==> config.mk <==
export PLATFORM = sky130hd
export DESIGN_NAME = dss_sequencer
export DESIGN_NICKNAME = d
export VERILOG_FILES = /design/src/dss_divider.v /design/src/dss_sequencer.v
export VERILOG_INCLUDE_DIRS = /design/src
export SDC_FILE = /design/constraint.sdc
export NUM_CORES = 2
export LEC_CHECK = 0
export ABC_CLOCK_PERIOD_IN_PS = 6170
export BUFFER_PORTS_ARGS = -buffer_cell sky130_fd_sc_hd__buf_2
export CAP_MARGIN = 20
export CORE_MARGIN = 1.5
export CORE_UTILIZATION = 30
export DETAILED_ROUTE_END_ITERATION = 16
export GPL_ROUTABILITY_DRIVEN = 0
export PLACE_DENSITY = 0.48
export SYNTH_ARGS = -nofsm -noshare
export SYNTH_HDL_FRONTEND = slang
export SYNTH_SLANG_ARGS = --single-unit
==> constraint.sdc <==
create_clock -name CLK -period 6.17 [get_ports CLK]
set_input_delay 0.617 -clock CLK [delete_from_list [all_inputs] [get_ports CLK]]
set_output_delay 0.617 -clock CLK [all_outputs]
set_load 0.02 [all_outputs]
==> src/dss_consts.vh <==
`ifndef DSS_CONSTS_VH
`define DSS_CONSTS_VH
// register byte offsets
`define DSS_REG_STEP_COUNT 8'h00
`define DSS_REG_STEP_TIMER 8'h04
`define DSS_REG_PRESET_STEP 8'h08
`define DSS_REG_CURRENT_STEP 8'h0c
`define DSS_REG_CONTROL 8'h10
`define DSS_REG_STATUS 8'h14
`define DSS_REG_TIMEBASE 8'h18
`define DSS_REG_FIRST_CTR 8'h1c
`define DSS_REG_LAST_STEP 8'h20
`define DSS_REG_CPS_BASE 8'h40
`define DSS_REG_EVSEL_BASE 8'h80
`define DSS_REG_PATTERN_BASE 8'hc0
// control register fields
`define DSS_CTL_START 0
`define DSS_CTL_JOG 1
`define DSS_CTL_RESET 2
`define DSS_CTL_RUN 3
`define DSS_CTL_NONRET 4
`define DSS_CTL_EVENT_VAR 5
// event select fields
`define DSS_EV_EN 4
// reset values
`define DSS_PRESET_RST 16'h0001
`define DSS_TIMEBASE_RST 16'h0001
`define DSS_LAST_STEP_RST 16'h0010
`define DSS_FIRST_CTR_RST 8'h00
`define DSS_CTR_POOL 9'h100
// timing: one timer count is 10 ms at 200 MHz
`define DSS_TICK_MS 10
`define DSS_CLK_MHZ 200
`define DSS_TICK_CYCLES (`DSS_TICK_MS * 1000 * `DSS_CLK_MHZ)
`define DSS_SCAN_CYCLES 16
`define DSS_AXI_OKAY 2'b00
`define DSS_AXI_SLVERR 2'b10
`endif

==> src/dss_divider.v <==
`timescale 1ns/10ps
// free-running divider giving a one-cycle pulse every DIV cycles
module dss_divider #(
   parameter integer DIV = 16
) (
   // clock and reset
   input wire CLK,
   input wire ARST_N,
   // pulse out
   output reg TICK
);
   reg [31:0] cnt_r;
   // count up and pulse on wrap
   always @(posedge CLK or negedge ARST_N) begin
      if (!ARST_N) begin
         cnt_r <= 32'h0;
         TICK <= 1'b0;
      end else if (cnt_r >= DIV - 1) begin
         cnt_r <= 32'h0;
         TICK <= 1'b1;
      end else begin
         cnt_r <= cnt_r + 32'h1;
         TICK <= 1'b0;
      end
   end
endmodule

==> src/dss_sequencer.v <==
// Chosen here: the AXI4-Lite interface to the registers and the placing of the registers.
`timescale 1ns/10ps
`include "dss_consts.vh"
// Overview of operation
// - with start on and reset off, timer runs and step events are watched
// - start off and reset off freezes step, timer and output pattern
// - event variant only: jog rising edge advances one step unless reset
// - reset overrides start and holds the preset step, no timing or events
// - preset step 1..16 is entered on reset and on non-retentive run-mode entry
// - each step has its own counts-per-step value
// - four consecutive status counters from a chosen first number of 256
// - each step has at most one selectable event input
// - outputs follow current step pattern in run mode, independent of start
// - non-retentive: run entry clears counts and timer, loads preset step
// - retentive: all four counters keep values across run-mode entry
// - retentive behaviour is the default configuration
// - after last step set done flag and keep last step number
// - reset clears done flag and forces the preset step
// - jog advance clears timer; timing continues at once if start is on
// - jog in last step moves the sequencer into the done state
// - dwell equals 10 ms times timebase times counts-per-step
// - with event and timer, timer counts only while event is true
// - entering a step switches outputs to that step pattern at once
// - sequencer logic evaluates once per scan
module dss_sequencer #(
   parameter integer TICK_CYCLES = `DSS_TICK_CYCLES
) (
   // clock and reset
   input wire CLK,
   input wire ARST_N,
   // axi4-lite write address and data
   input wire [7:0] S_AXI_AWADDR,
   input wire S_AXI_AWVALID,
   output wire S_AXI_AWREADY,
   input wire [31:0] S_AXI_WDATA,
   input wire [3:0] S_AXI_WSTRB,
   input wire S_AXI_WVALID,
   output wire S_AXI_WREADY,
   output reg [1:0] S_AXI_BRESP,
   output reg S_AXI_BVALID,
   input wire S_AXI_BREADY,
   // axi4-lite read
   input wire [7:0] S_AXI_ARADDR,
   input wire S_AXI_ARVALID,
   output wire S_AXI_ARREADY,
   output reg [31:0] S_AXI_RDATA,
   output reg [1:0] S_AXI_RRESP,
   output reg S_AXI_RVALID,
   input wire S_AXI_RREADY,
   // discrete event points
   input wire [15:0] EVENT_IN,
   // step pattern and done flag
   output reg [15:0] PATTERN_OUT,
   output reg SEQUENCE_DONE_FLAG
);
   localparam ST_IDLE = 2'h0;
   localparam ST_RUN = 2'h1;
   localparam ST_DONE = 2'h2;
   reg [1:0] state_r;
   reg [15:0] step_count_r;
   reg [15:0] step_timer_r;
   reg [15:0] preset_r;
   reg [15:0] current_r;
   reg [5:0] ctl_r;
   reg [15:0] timebase_r;
   reg [7:0] first_ctr_r;
   reg [15:0] last_step_r;
   reg [15:0] cps_r [0:15];
   reg [4:0] evsel_r [0:15];
   reg [15:0] pat_r [0:15];
   reg [15:0] ev_s1_r;
   reg [15:0] ev_s2_r;
   reg tick_pend_r;
   reg jog_pend_r;
   reg jog_prev_r;
   reg run_prev_r;
   // scan strobe delayed one clock; the pattern follows the step chosen at the scan
   reg scan_d_r;
   reg aw_hold_r;
   reg w_hold_r;
   reg [7:0] awaddr_r;
   reg [31:0] wdata_r;
   reg [3:0] wstrb_r;
   wire tick;
   wire scan;
   integer i;
   // base timer count and scan strobe
   dss_divider #(.DIV(TICK_CYCLES)) u_tick (
      .CLK(CLK),
      .ARST_N(ARST_N),
      .TICK(tick)
   );
   dss_divider #(.DIV(`DSS_SCAN_CYCLES)) u_scan (
      .CLK(CLK),
      .ARST_N(ARST_N),
      .TICK(scan)
   );
   // event pins pass two flops
   always @(posedge CLK or negedge ARST_N) begin
      if (!ARST_N) begin
         ev_s1_r <= 16'h0;
         ev_s2_r <= 16'h0;
      end else begin
         ev_s1_r <= EVENT_IN;
         ev_s2_r <= ev_s1_r;
      end
   end
   // step-local views
   wire [3:0] cur_idx = current_r[3:0] - 4'h1;
   wire [4:0] cur_sel = evsel_r[cur_idx];
   wire ev_used = cur_sel[`DSS_EV_EN];
   wire ev_true = ev_s2_r[cur_sel[3:0]];
   wire [15:0] cur_cps = cps_r[cur_idx];
   wire run_mode = ctl_r[`DSS_CTL_RUN];
   wire run_entry = run_mode & ~run_prev_r;
   wire rst_in = ctl_r[`DSS_CTL_RESET];
   wire start_in = ctl_r[`DSS_CTL_START];
   wire at_last = (current_r >= last_step_r);
   wire [15:0] preset_ok = (preset_r == 16'h0 || preset_r > 16'h10) ? 16'h1 : preset_r;
   // axi handshakes
   assign S_AXI_AWREADY = ~aw_hold_r & ~S_AXI_BVALID;
   assign S_AXI_WREADY = ~w_hold_r & ~S_AXI_BVALID;
   assign S_AXI_ARREADY = ~S_AXI_RVALID;
   wire [7:0] wa = aw_hold_r ? awaddr_r : S_AXI_AWADDR;
   wire [31:0] wd = w_hold_r ? wdata_r : S_AXI_WDATA;
   wire [3:0] ws = w_hold_r ? wstrb_r : S_AXI_WSTRB;
   wire aw_ok = aw_hold_r | (S_AXI_AWVALID & S_AXI_AWREADY);
   wire w_ok = w_hold_r | (S_AXI_WVALID & S_AXI_WREADY);
   wire do_wr = aw_ok & w_ok;
   wire wr_tbl = (wa >= `DSS_REG_CPS_BASE);
   wire wr_known = wr_tbl || wa == `DSS_REG_PRESET_STEP || wa == `DSS_REG_CONTROL ||
      wa == `DSS_REG_TIMEBASE || wa == `DSS_REG_FIRST_CTR || wa == `DSS_REG_LAST_STEP;
   wire [15:0] wd16 = {ws[1] ? wd[15:8] : 8'h0, ws[0] ? wd[7:0] : 8'h0};
   wire wr_ctl = do_wr && wa == `DSS_REG_CONTROL && ws[0];
   wire wr_preset = do_wr && wa == `DSS_REG_PRESET_STEP && ws[0];
   // jog 0->1 written by software
   wire jog_set = wr_ctl && wd[`DSS_CTL_JOG] && !ctl_r[`DSS_CTL_JOG];
   // address and data capture, write response
   always @(posedge CLK or negedge ARST_N) begin
      if (!ARST_N) begin
         aw_hold_r <= 1'b0;
         w_hold_r <= 1'b0;
         awaddr_r <= 8'h0;
         wdata_r <= 32'h0;
         wstrb_r <= 4'h0;
         S_AXI_BVALID <= 1'b0;
         S_AXI_BRESP <= `DSS_AXI_OKAY;
      end else begin
         if (S_AXI_AWVALID & S_AXI_AWREADY) begin
            awaddr_r <= S_AXI_AWADDR;
         end
         if (S_AXI_WVALID & S_AXI_WREADY) begin
            wdata_r <= S_AXI_WDATA;
            wstrb_r <= S_AXI_WSTRB;
         end
         if (do_wr) begin
            aw_hold_r <= 1'b0;
            w_hold_r <= 1'b0;
            S_AXI_BVALID <= 1'b1;
            S_AXI_BRESP <= wr_known ? `DSS_AXI_OKAY : `DSS_AXI_SLVERR;
         end else begin
            aw_hold_r <= aw_ok;
            w_hold_r <= w_ok;
            if (S_AXI_BREADY) begin
               S_AXI_BVALID <= 1'b0;
            end
         end
      end
   end
   // configuration registers and step tables
   always @(posedge CLK or negedge ARST_N) begin
      if (!ARST_N) begin
         ctl_r <= 6'h0;
         timebase_r <= `DSS_TIMEBASE_RST;
         first_ctr_r <= `DSS_FIRST_CTR_RST;
         last_step_r <= `DSS_LAST_STEP_RST;
         for (i = 0; i < 16; i = i + 1) begin
            cps_r[i] <= 16'h0;
            evsel_r[i] <= 5'h0;
            pat_r[i] <= 16'h0;
         end
      end else if (do_wr) begin
         if (wa == `DSS_REG_CONTROL && ws[0]) begin
            ctl_r <= wd[5:0];
         end
         if (wa == `DSS_REG_TIMEBASE) begin
            timebase_r <= wd16;
         end
         if (wa == `DSS_REG_FIRST_CTR && ws[0] && wd[7:0] <= 8'hfc) begin
            first_ctr_r <= wd[7:0];
         end
         if (wa == `DSS_REG_LAST_STEP && ws[0] && wd[4:0] >= 5'h1 && wd[4:0] <= 5'h10) begin
            last_step_r <= {11'h0, wd[4:0]};
         end
         if (wa >= `DSS_REG_CPS_BASE && wa < `DSS_REG_EVSEL_BASE) begin
            cps_r[wa[5:2]] <= wd16;
         end
         if (wa >= `DSS_REG_EVSEL_BASE && wa < `DSS_REG_PATTERN_BASE && ws[0]) begin
            evsel_r[wa[5:2]] <= wd[4:0];
         end
         if (wa >= `DSS_REG_PATTERN_BASE) begin
            pat_r[wa[5:2]] <= wd16;
         end
      end
   end
   // read channel
   always @(posedge CLK or negedge ARST_N) begin
      if (!ARST_N) begin
         S_AXI_RVALID <= 1'b0;
         S_AXI_RDATA <= 32'h0;
         S_AXI_RRESP <= `DSS_AXI_OKAY;
      end else if (S_AXI_ARVALID & S_AXI_ARREADY) begin
         S_AXI_RVALID <= 1'b1;
         S_AXI_RRESP <= `DSS_AXI_OKAY;
         if (S_AXI_ARADDR >= `DSS_REG_PATTERN_BASE) begin
            S_AXI_RDATA <= {16'h0, pat_r[S_AXI_ARADDR[5:2]]};
         end else if (S_AXI_ARADDR >= `DSS_REG_EVSEL_BASE) begin
            S_AXI_RDATA <= {27'h0, evsel_r[S_AXI_ARADDR[5:2]]};
         end else if (S_AXI_ARADDR >= `DSS_REG_CPS_BASE) begin
            S_AXI_RDATA <= {16'h0, cps_r[S_AXI_ARADDR[5:2]]};
         end else begin
            case (S_AXI_ARADDR)
               `DSS_REG_STEP_COUNT: S_AXI_RDATA <= {16'h0, step_count_r};
               `DSS_REG_STEP_TIMER: S_AXI_RDATA <= {16'h0, step_timer_r};
               `DSS_REG_PRESET_STEP: S_AXI_RDATA <= {16'h0, preset_r};
               `DSS_REG_CURRENT_STEP: S_AXI_RDATA <= {16'h0, current_r};
               `DSS_REG_CONTROL: S_AXI_RDATA <= {26'h0, ctl_r};
               `DSS_REG_STATUS: S_AXI_RDATA <= {29'h0, state_r, SEQUENCE_DONE_FLAG};
               `DSS_REG_TIMEBASE: S_AXI_RDATA <= {16'h0, timebase_r};
               `DSS_REG_FIRST_CTR: S_AXI_RDATA <= {24'h0, first_ctr_r};
               `DSS_REG_LAST_STEP: S_AXI_RDATA <= {16'h0, last_step_r};
               default: begin
                  S_AXI_RDATA <= 32'h0;
                  S_AXI_RRESP <= `DSS_AXI_SLVERR;
               end
            endcase
         end
      end else if (S_AXI_RREADY) begin
         S_AXI_RVALID <= 1'b0;
      end
   end
   // sequencer, stepped once per scan
   always @(posedge CLK or negedge ARST_N) begin
      if (!ARST_N) begin
         state_r <= ST_IDLE;
         step_count_r <= 16'h0;
         step_timer_r <= 16'h0;
         preset_r <= `DSS_PRESET_RST;
         current_r <= `DSS_PRESET_RST;
         SEQUENCE_DONE_FLAG <= 1'b0;
         PATTERN_OUT <= 16'h0;
         tick_pend_r <= 1'b0;
         jog_pend_r <= 1'b0;
         jog_prev_r <= 1'b0;
         run_prev_r <= 1'b0;
         scan_d_r <= 1'b0;
      end else begin
         if (wr_preset) begin
            preset_r <= wd16;
         end
         // ticks between scans are remembered once
         if (tick) begin
            tick_pend_r <= 1'b1;
         end
         if (jog_set) begin
            jog_pend_r <= 1'b1; // set held until the scan consumes it
         end
         if (scan) begin
            run_prev_r <= run_mode;
            tick_pend_r <= 1'b0; // a tick on this edge is used below, not kept
            jog_pend_r <= jog_set; // a jog landing on the scan edge waits for the next
            jog_prev_r <= ctl_r[`DSS_CTL_JOG];
            if (!run_mode) begin
               state_r <= ST_IDLE;
            end else if (run_entry) begin
               state_r <= ST_RUN;
               if (ctl_r[`DSS_CTL_NONRET]) begin
                  step_count_r <= 16'h0;
                  step_timer_r <= 16'h0;
                  preset_r <= preset_ok;
                  current_r <= preset_ok;
                  SEQUENCE_DONE_FLAG <= 1'b0;
               end // retentive keeps all four
            end else if (rst_in) begin
               state_r <= ST_RUN;
               current_r <= preset_ok;
               step_count_r <= 16'h0;
               step_timer_r <= 16'h0;
               SEQUENCE_DONE_FLAG <= 1'b0;
            end else if (state_r == ST_RUN) begin
               if (ctl_r[`DSS_CTL_EVENT_VAR] && (jog_pend_r ||
                     (ctl_r[`DSS_CTL_JOG] && !jog_prev_r))) begin
                  step_count_r <= 16'h0;
                  step_timer_r <= 16'h0;
                  if (at_last) begin
                     state_r <= ST_DONE;
                     SEQUENCE_DONE_FLAG <= 1'b1;
                  end else begin
                     current_r <= current_r + 16'h1;
                  end
               end else if (start_in) begin
                  if (cur_cps == 16'h0 && ev_used) begin
                     if (ev_true) begin // event-only step
                        if (at_last) begin
                           state_r <= ST_DONE;
                           SEQUENCE_DONE_FLAG <= 1'b1;
                        end else begin
                           current_r <= current_r + 16'h1;
                        end
                     end
                  end else if (cur_cps == 16'h0 || step_count_r >= cur_cps) begin
                     step_count_r <= 16'h0;
                     step_timer_r <= 16'h0;
                     if (at_last) begin
                        state_r <= ST_DONE;
                        SEQUENCE_DONE_FLAG <= 1'b1;
                     end else begin
                        current_r <= current_r + 16'h1;
                     end
                  end else if ((tick_pend_r || tick) && (!ev_used || ev_true)) begin
                     if (step_timer_r + 16'h1 >= timebase_r) begin
                        step_timer_r <= 16'h0;
                        step_count_r <= step_count_r + 16'h1;
                     end else begin
                        step_timer_r <= step_timer_r + 16'h1;
                     end
                  end
               end
            end
         end
         // pattern of the step chosen at the last scan, also while reset or done;
         // one clock after the scan so a newly entered step shows at once
         scan_d_r <= scan;
         if (scan_d_r && run_mode) begin
            PATTERN_OUT <= pat_r[cur_idx];
         end
      end
   end
endmodule

# --- Word-level counts from Yosys, hierarchy flattened ---
# Index checks and enable logic that the tools add are counted.
totals:
  register_bits: 879
  inputBits: 75
classes:
  addsub: 6
  n_lt_le_gt_ge: 22
  n_eq_ne: 21
  mux: 110
  bitwise_logic: 17
  n_reduce_logical: 58
op_table:
  columns: ["op", "count"]
  rows:
  - ["16-bit two-way mux", 48]
  - ["256-bit bitwise mux", 2]
  - ["16-bit binary-select mux with 4-bit select", 4]
  - ["16-bit one-hot mux with 9 select lines", 1]
  - ["80-bit bitwise mux", 1]
  - ["32-bit by 1-bit adder with 32-bit output (second input constant)", 2]
  - ["16-bit demux with 4-bit select", 1]
  - ["32-bit two-way mux", 2]
  - ["8-bit by 5-bit == test with 1-bit output (second input constant)", 7]
  - ["16-bit by 1-bit adder with 16-bit output (second input constant)", 3]
  - ["5-bit binary-select mux with 4-bit select", 2]
  - ["16-bit greater-or-equal comparator", 2]
  - ["32-bit by 21-bit greater-or-equal comparator with 1-bit output (second input constant)", 1]
  - ["32-bit by 4-bit greater-or-equal comparator with 1-bit output (second input constant)", 1]
  - ["8-bit greater-or-equal comparator (second input constant)", 4]
  - ["16-bit logical NOT", 2]
  - ["2-bit two-way mux", 16]
  - ["5-bit two-way mux", 5]
  - ["8-bit by 4-bit == test with 1-bit output (second input constant)", 3]
  - ["8-bit two-way mux", 3]
  - ["1-bit two-way mux", 23]
  - ["1-bit logical AND", 21]
  - ["5-bit demux with 4-bit select", 1]
  - ["8-bit by 6-bit == test with 1-bit output (second input constant)", 2]
  - ["other kinds (37)", 77]

# --- Longest topological paths before layout ---
depth:
  depth_word: 17
  ltp_mapped: 28
  depth_no_buf: 17

# --- By module ---
# Synthesis repeated with hierarchy kept, for this count alone.
hier_totals:
  cells_unflattened: 3835
  area_unflattened_um2: 43495.5
modules_own_cells:
  columns: ["module", "n_inst", "cells_each", "area_per_inst_um2", "seq_area_each_um2"]
  rows:
  - ["dss_sequencer", 1, 3654, 41111.9, 19899.1]
  - ["dss_divider at u_tick", 1, 127, 1378.8, 825.8]
  - ["dss_divider at u_scan", 1, 54, 1004.7, 825.8]

# --- Worst setup path after synthesis ---
# No wires, ideal clock.
synth_timing:
  path_kind: "register to register"
  startpoint: "register current_r[0]"
  endpoint: "register step_count_r[10]"
  setup_ns: 0.069
  arrival_ns: 5.801
  setup_slack_ns: 0.300
  path_stages_with_launch: 28
  path_buffers: 12
  path_cell_list: "dfstp_2 -> buf_4 -> buf_6 -> buf_12 -> buf_12 -> buf_6 -> buf_1 -> inv_1 -> ha_1 -> xnor2_2 -> buf_4 -> buf_4 -> clkbuf_1 -> nand2_1 -> nand3_1 -> nand2_1 -> ha_1 -> a21o_1 -> a21o_1 -> a21oi_1 -> nor2_1 -> a2111oi_0 -> o211a_1 -> buf_2 -> buf_2 -> buf_1 -> o211ai_1 -> nand3_1"
synth_via:
  elab_chain_len: 14
synth_lines:
  columns: ["element", "line", "source"]
  rows:
  - ["start: declaration", "dss_sequencer.v:63", "reg [15:0] current_r;"]
  - ["start signal: assignment", "dss_sequencer.v:249", "current_r <= `DSS_PRESET_RST;"]
  - ["start signal: assignment", "dss_sequencer.v:281", "current_r <= preset_ok;"]
  - ["start signal: assignment", "dss_sequencer.v:286", "current_r <= preset_ok;"]
  - ["4-bit by 1-bit subtractor with 4-bit output (*)", "dss_sequencer.v:109", "wire [3:0] cur_idx = current_r[3:0] - 4'h1;"]
  - ["4-bit inverter with 5-bit output (not written as such) (*)", "dss_sequencer.v:110, dss_sequencer.v:113", null]
  - ["16-bit binary-select mux with 4-bit select", "dss_sequencer.v:113", "wire [15:0] cur_cps = cps_r[cur_idx];"]
  - ["16-bit two-way mux (not written as such) (2 in series)", "dss_sequencer.v:113", null]
  - ["16-bit greater-or-equal comparator or 16-bit logical NOT (tied branches)", "dss_sequencer.v:311, dss_sequencer.v:302", null]
  - ["1-bit logical OR", "dss_sequencer.v:311", "end else if (cur_cps == 16'h0 || step_count_r >= cur_cps) begin"]
  - ["16-bit two-way mux", "dss_sequencer.v:311", null]
  - ["16-bit two-way mux", "dss_sequencer.v:302", "if (cur_cps == 16'h0 && ev_used) begin"]
  - ["16-bit two-way mux", "dss_sequencer.v:301", "end else if (start_in) begin"]
  - ["16-bit two-way mux", "dss_sequencer.v:291", "if (ctl_r[`DSS_CTL_EVENT_VAR] && (jog_pend_r ||"]
  - ["16-bit two-way mux", "dss_sequencer.v:290", "end else if (state_r == ST_RUN) begin"]
  - ["16-bit two-way mux", "dss_sequencer.v:284", "end else if (rst_in) begin"]
  - ["16-bit two-way mux", "dss_sequencer.v:275", "end else if (run_entry) begin"]
  - ["end signal: assignment", "dss_sequencer.v:323", "step_count_r <= step_count_r + 16'h1;"]
  - ["end: declaration", "dss_sequencer.v:60", "reg [15:0] step_count_r;"]
# Mark *: on every way between the ends. The rest lies on a longest branch, timed or not. The select of a mux whose other input is x is not followed.
# A chain may end at the register's enable or synchronous reset.

# --- Final worst setup path ---
layout_timing:
  startpoint: "register current_r[0]"
  endpoint: "register step_timer_r[12]"
layout_via:
  elab_chain_len: 14
layout_lines:
  columns: ["element", "line", "source"]
  rows:
  - ["4-bit by 1-bit subtractor with 4-bit output (*)", "dss_sequencer.v:109", null]
  - ["4-bit inverter with 5-bit output (not written as such) (*)", "dss_sequencer.v:110, dss_sequencer.v:113", null]
  - ["16-bit binary-select mux with 4-bit select", "dss_sequencer.v:113", null]
  - ["16-bit two-way mux (not written as such) (2 in series)", "dss_sequencer.v:113", null]
  - ["16-bit greater-or-equal comparator or 16-bit logical NOT (tied branches)", "dss_sequencer.v:311, dss_sequencer.v:302", null]
  - ["1-bit logical OR", "dss_sequencer.v:311", null]
  - ["16-bit two-way mux", "dss_sequencer.v:311", null]
  - ["16-bit two-way mux", "dss_sequencer.v:302", null]
  - ["16-bit two-way mux", "dss_sequencer.v:301", null]
  - ["16-bit two-way mux", "dss_sequencer.v:291", null]
  - ["16-bit two-way mux", "dss_sequencer.v:290", null]
  - ["16-bit two-way mux", "dss_sequencer.v:284", null]
  - ["16-bit two-way mux", "dss_sequencer.v:275", null]
  - ["end signal: assignment", "dss_sequencer.v:325", "step_timer_r <= step_timer_r + 16'h1;"]
  - ["end: declaration", "dss_sequencer.v:61", "reg [15:0] step_timer_r;"]
# Marked as above.

==> reports/results.txt <==
The die is 382 um wide. Yosys attributes the largest share of cell area to sky130_fd_sc_hd__dfrtp_1 50%, sky130_fd_sc_hd__mux4_2 19%, sky130_fd_sc_hd__o21ai_0 7.6%, sky130_fd_sc_hd__nand2_1 6.9%, sky130_fd_sc_hd__clkbuf_1 2.0%. OpenSTA, run right after detailed placement, puts the worst setup slack at 906 ps. The clock skew was 33.0 ps. The tree is rooted in a sky130_fd_sc_hd__clkbuf_16.

In this run the post-CTS setup repair buffer count came out at 0. The worst-case reg-to-reg path depth was 15; the normalized max-slew margin was 0.226. Fraction of final layout cells with drive strength greater than 1: 0.202. Share of the synthesized area in compound gates (AO/OA/AOI/OAI): 0.118.

For the worst setup path, the data arrival time is 5990 ps. Cell type with the largest total area after synthesis: sky130_fd_sc_hd__dfrtp_1. Setup repair after global routing left no endpoint under its margin. The worst setup path is of the reg -> reg kind.

On the worst path, the slowest cell contributes a delay of 680 ps. For the worst-skew pair, the clock arrives at the later sink with an insertion delay of 710 ps. The H-tree was split into 3 levels. The switching share of power is 0.330, and the leakage power of the design is 20.4 nW.

The via count of the first global-routing pass was 30,300. Dividing total power by cell area gives a power density of 367 mW/mm2. The reg-to-reg setup timing slack was 820 ps; the growth of design area from synthesis to finish was 13.8%.

For the pin with the worst max-slew slack, the measured transition is 1160 ps. For the global routing usage summed across all routing layers, the log shows 0.193. The largest individual stage delay along the critical path comes from the cell sky130_fd_sc_hd__mux4_2.

Portion of synthesized cell area occupied by the leading cell type: 0.498. Entering global routing, the biggest net connects 154 pins. The routed via count is 30,500, and the global route total overflow is 0. The first routing iteration left 2,814 violations. In this run the worst hold path is classified as in -> reg. The vertical die dimension was 382 um; the per-cell via count in the routed design was 5.25. Before antenna repair, the detailed router went through 6 iterations. After detailed routing, the number of remaining DRC violations is 0. The net total in the final layout was 3,966; the simple-gate share of the synthesized area was 0.110. The number of failing setup endpoints in the final timing report was 0; the boundary pin count was 133. The number of instances on the worst hold path was 1.

The start of the worst register-to-register path is current_r[0]. At the worst endpoint, the required time is 6800 ps. Net load switching power: 5.95 mW.

The number of clock buffers added by TritonCTS is 95. The tools report the fill cell instance count of the final layout as 14,300. The critical path goes through inv_1, ha_4, xnor2_4, buf_4, mux4_2, nand2_1, nand2_1, ha_1, nand4_1, nor2_1, a2111oi_0, o211ai_1, and4bb_1, a41oi_1, a31oi_1. Largest family of logic cells by synthesized area: multiplexers.

The clock-pin slew of the registers on the worst-case setup and hold paths was 60 ps. For this run, the number of Yosys warnings is 0. Number of gates resized after CTS: 0. The logs give 18.0 mW for the total power and 0.303 for the effective utilization at floorplan. TritonCTS built the clock tree. In this run, synthesis inferred 0 flip-flops with an integrated enable. The placed instance count came out at 5,623. The share of synthesized area spent on multiplexers works out to 0.212. Subtracting the final worst setup slack from the clock period gives 5350 ps.

For the achievable clock frequency, the log shows 0.187 GHz. The floorplan die area was 0.146 mm2. The core region is 0.142 mm2. Synthesis handed over a netlist of 3,808 instances.

The tools report the max-cap violation count as 0. The post-synthesis register bit count is 861, and the number of hold violations in the final report is 0. For the deepest clock path buffer count, the log shows 3.

The cell area after technology mapping came out at 0.0431 mm2. The worst setup path is launched from a flip-flop. STA classifies the critical path endpoint as a flip-flop. The final count of pins violating max slew came out at 0.

The share of the synthesized netlist area taken by xor and xnor gates works out to 0.00811. Excluding fillers, the count of instances in the completed layout stands at 5,819. The share of flip-flops with an asynchronous set or reset came out at 1.00. The flow ran to the end, and the final reports show no timing, DRC or antenna violations.

Input and output buffers added on the ports amount to 96. The worst hold slack is 55.4 ps, and the register share of total power is 0.429. The run gives 0.251 as the power share of the combinational group. The clock group share of total power is 0.320, and the final cycle utilization of the critical path is 0.868. Number of sinks handled by clock tree synthesis: 861.

Once detail routing completed, the nets flagged for antenna violations numbered 0. The synthesized area per cell works out to 11.3 um2. The path with the worst hold slack has its endpoint at ev_s1_r[8]. The internal power consumption came out at 12.1 mW. The register area share after synthesis is 0.501. The total wirelength of the detailed-routed design is 140,000 um. The initial antenna violation count is 10. In this run the critical register-to-register path is captured at step_timer_r[12]. For the final routed database, the setup TNS stands at 0 ps. The placed wire-length estimate came out at 89,800 um. The placement row count was 138; the average routed wire per standard cell was 24.1 um. The most used flip-flop cell after synthesis is sky130_fd_sc_hd__dfrtp_1. Once routing completed, OpenROAD measured the worst setup slack at 816 ps. Of all nets on the critical path, the largest fanout is 27. IR analysis of the VDD net gives a maximum drop of 0.237 mV. The run gives 80 as the number of library cell types mapped by synthesis. Counting stages on the worst path, the most repeated cell is sky130_fd_sc_hd__nand2_1. The adder and majority gate portion of the synthesized area came out at 0.0125. In this run the most critical hold path is launched from EVENT_IN[8].

The tools report the count of hold buffers inserted by post-cts repair as 15. The first global-routing pass estimated 210,000 um of wire.
==> metal layers <==
metal	vias to the layer above	share of wire	global-route usage
li1	13800	-	-
met1	15600	0.45	0.273
met2	889	0.46	0.302
met3	183	0.058	0.0316
met4	4	0.027	0.0591
met5	-	0.00016	0
==> Yosys cell counts, types with 5 or more instances <==
cell / number
sky130_fd_sc_hd__a222oi_1: 7
sky130_fd_sc_hd__o21ai_0: 658
sky130_fd_sc_hd__dfrtp_1: 857
sky130_fd_sc_hd__buf_6: 9
sky130_fd_sc_hd__a21oi_1: 52
sky130_fd_sc_hd__inv_1: 56
sky130_fd_sc_hd__and3_1: 21
sky130_fd_sc_hd__buf_1: 30
sky130_fd_sc_hd__nor3_1: 20
sky130_fd_sc_hd__a22oi_1: 36
sky130_fd_sc_hd__nor2_1: 117
sky130_fd_sc_hd__a41oi_1: 6
sky130_fd_sc_hd__o211ai_1: 18
sky130_fd_sc_hd__mux2_2: 54
sky130_fd_sc_hd__clkbuf_1: 235
sky130_fd_sc_hd__and2_1: 24
sky130_fd_sc_hd__a211o_1: 5
sky130_fd_sc_hd__buf_2: 18
sky130_fd_sc_hd__xor2_1: 21
sky130_fd_sc_hd__nand2_1: 787
sky130_fd_sc_hd__mux4_2: 354
sky130_fd_sc_hd__a221oi_1: 10
sky130_fd_sc_hd__nand4_1: 11
sky130_fd_sc_hd__a211oi_1: 14
sky130_fd_sc_hd__nand4b_1: 8
sky130_fd_sc_hd__o21a_1: 5
sky130_fd_sc_hd__a31oi_1: 26
sky130_fd_sc_hd__nand2b_1: 9
sky130_fd_sc_hd__a21o_1: 20
sky130_fd_sc_hd__nor4_1: 24
sky130_fd_sc_hd__ha_1: 43
sky130_fd_sc_hd__buf_4: 27
sky130_fd_sc_hd__nor2b_1: 10
sky130_fd_sc_hd__xnor2_1: 17
sky130_fd_sc_hd__or3_1: 7
sky130_fd_sc_hd__or4_1: 8
sky130_fd_sc_hd__mux2i_1: 54
sky130_fd_sc_hd__nand3_1: 54
sky130_fd_sc_hd__a22o_1: 10
==> final cells by class <==
class,count,area (um2),share of cell area
multi-input combinational,2624,20200,0.412
inverter,56,210,0.00429
tap,1890,2360,0.0483
clock inverter,24,224,0.00457
timing repair buffer,210,1570,0.0320
clock buffer,152,2900,0.0593
sequential,861,21600,0.440
antenna,2,5.00,0.000102
==> registers in the layout, summed over array words and instances, names as in the netlist, 5 cells and up <==
signal / cells
ctl_r: 6
last_step_r: 5
first_ctr_r: 8
ev_s1_r: 16
u_scan.cnt_r: 32
awaddr_r: 8
ev_s2_r: 16
current_r: 16
wdata_r: 16
pat_r: 256
evsel_r: 80
S_AXI_RDATA: 16
step_timer_r: 16
step_count_r: 16
u_tick.cnt_r: 32
PATTERN_OUT: 16
preset_r: 16
cps_r: 256
timebase_r: 16
==> logic make-up (layout without fill, tap and decap cells) <==
| family | count (synthesis) | in the layout |
|---|---|---|
| mux | 462 | 462 |
| other cells | 1 | 59 |
| flops | 861 | 861 |
| fa+ha+maj | 43 | 43 |
| buf+inv | 379 | 442 |
| xor+xnor | 39 | 39 |
| simple gates | 1120 | 1120 |
| compound gates | 903 | 903 |
==> worst max path at each step <==
| stage | from | slack (ps) | endpoint |
|---|---|---|---|
| 2_1_floorplan | current_r[0] | 300 | step_count_r[10] |
| 3_3_place_gp | current_r[0] | 900 | step_timer_r[12] |
| 3_5_place_dp | current_r[0] | 910 | step_timer_r[12] |
| 4_1_cts | current_r[0] | 900 | step_timer_r[12] |
| 5_1_grt | current_r[0] | 680 | step_timer_r[12] |
| 6_report | current_r[0] | 820 | step_timer_r[12] |
==> critical path: cells and delay by family (launching register included) <==
kind	cells	cell delay (ps)
DFF	1	660
AOI/OAI and AO/OA	4	1390
muxes	1	680
xor gates and xnor gates	1	290
adders and majority gates	2	510
and+or+nand+nor	5	990
buffers and inverters	2	700
==> cell usage in the layout (no fill, tap or decap), drive strengths merged, types with 11 or more instances in the layout <==
cell and n:
nand2 787, and3 21, buf 194, nor2 119
o21ai 662, nand4 11, a21o 20, nor4 26
a31oi 26, and2 26, mux2 54, mux2i 54
dfrtp 857, a22oi 36, clkinv 19, a21oi 53
xor2 21, mux4 354, a211oi 15, nand3 54
dlygate4sd3 15, clkbuf 153, inv 57, xnor2 18
o211ai 19, ha 43, conb 57, nor3 21
==> power by group through the flow <==
stage / combinational (mW) / sequential [mW] / clock [mW]
after floorplan: 2.95 / 7.56 / 0
after global placement: 4.46 / 7.75 / 0
after detailed placement: 4.51 / 7.79 / 0
after CTS: 4.53 / 7.70 / 5.91
after global routing: 4.93 / 7.87 / 6.12
final: 4.52 / 7.72 / 5.77
==> through the flow <==
step / util / instance area [um2]
final: 0.345 / 49000
after global routing: 0.345 / 49000
after CTS: 0.345 / 49000
after detailed placement: 0.322 / 45700
after global placement: 0.322 / 45700
after floorplan: - / 43300
(Power assumes the default switching activity.)
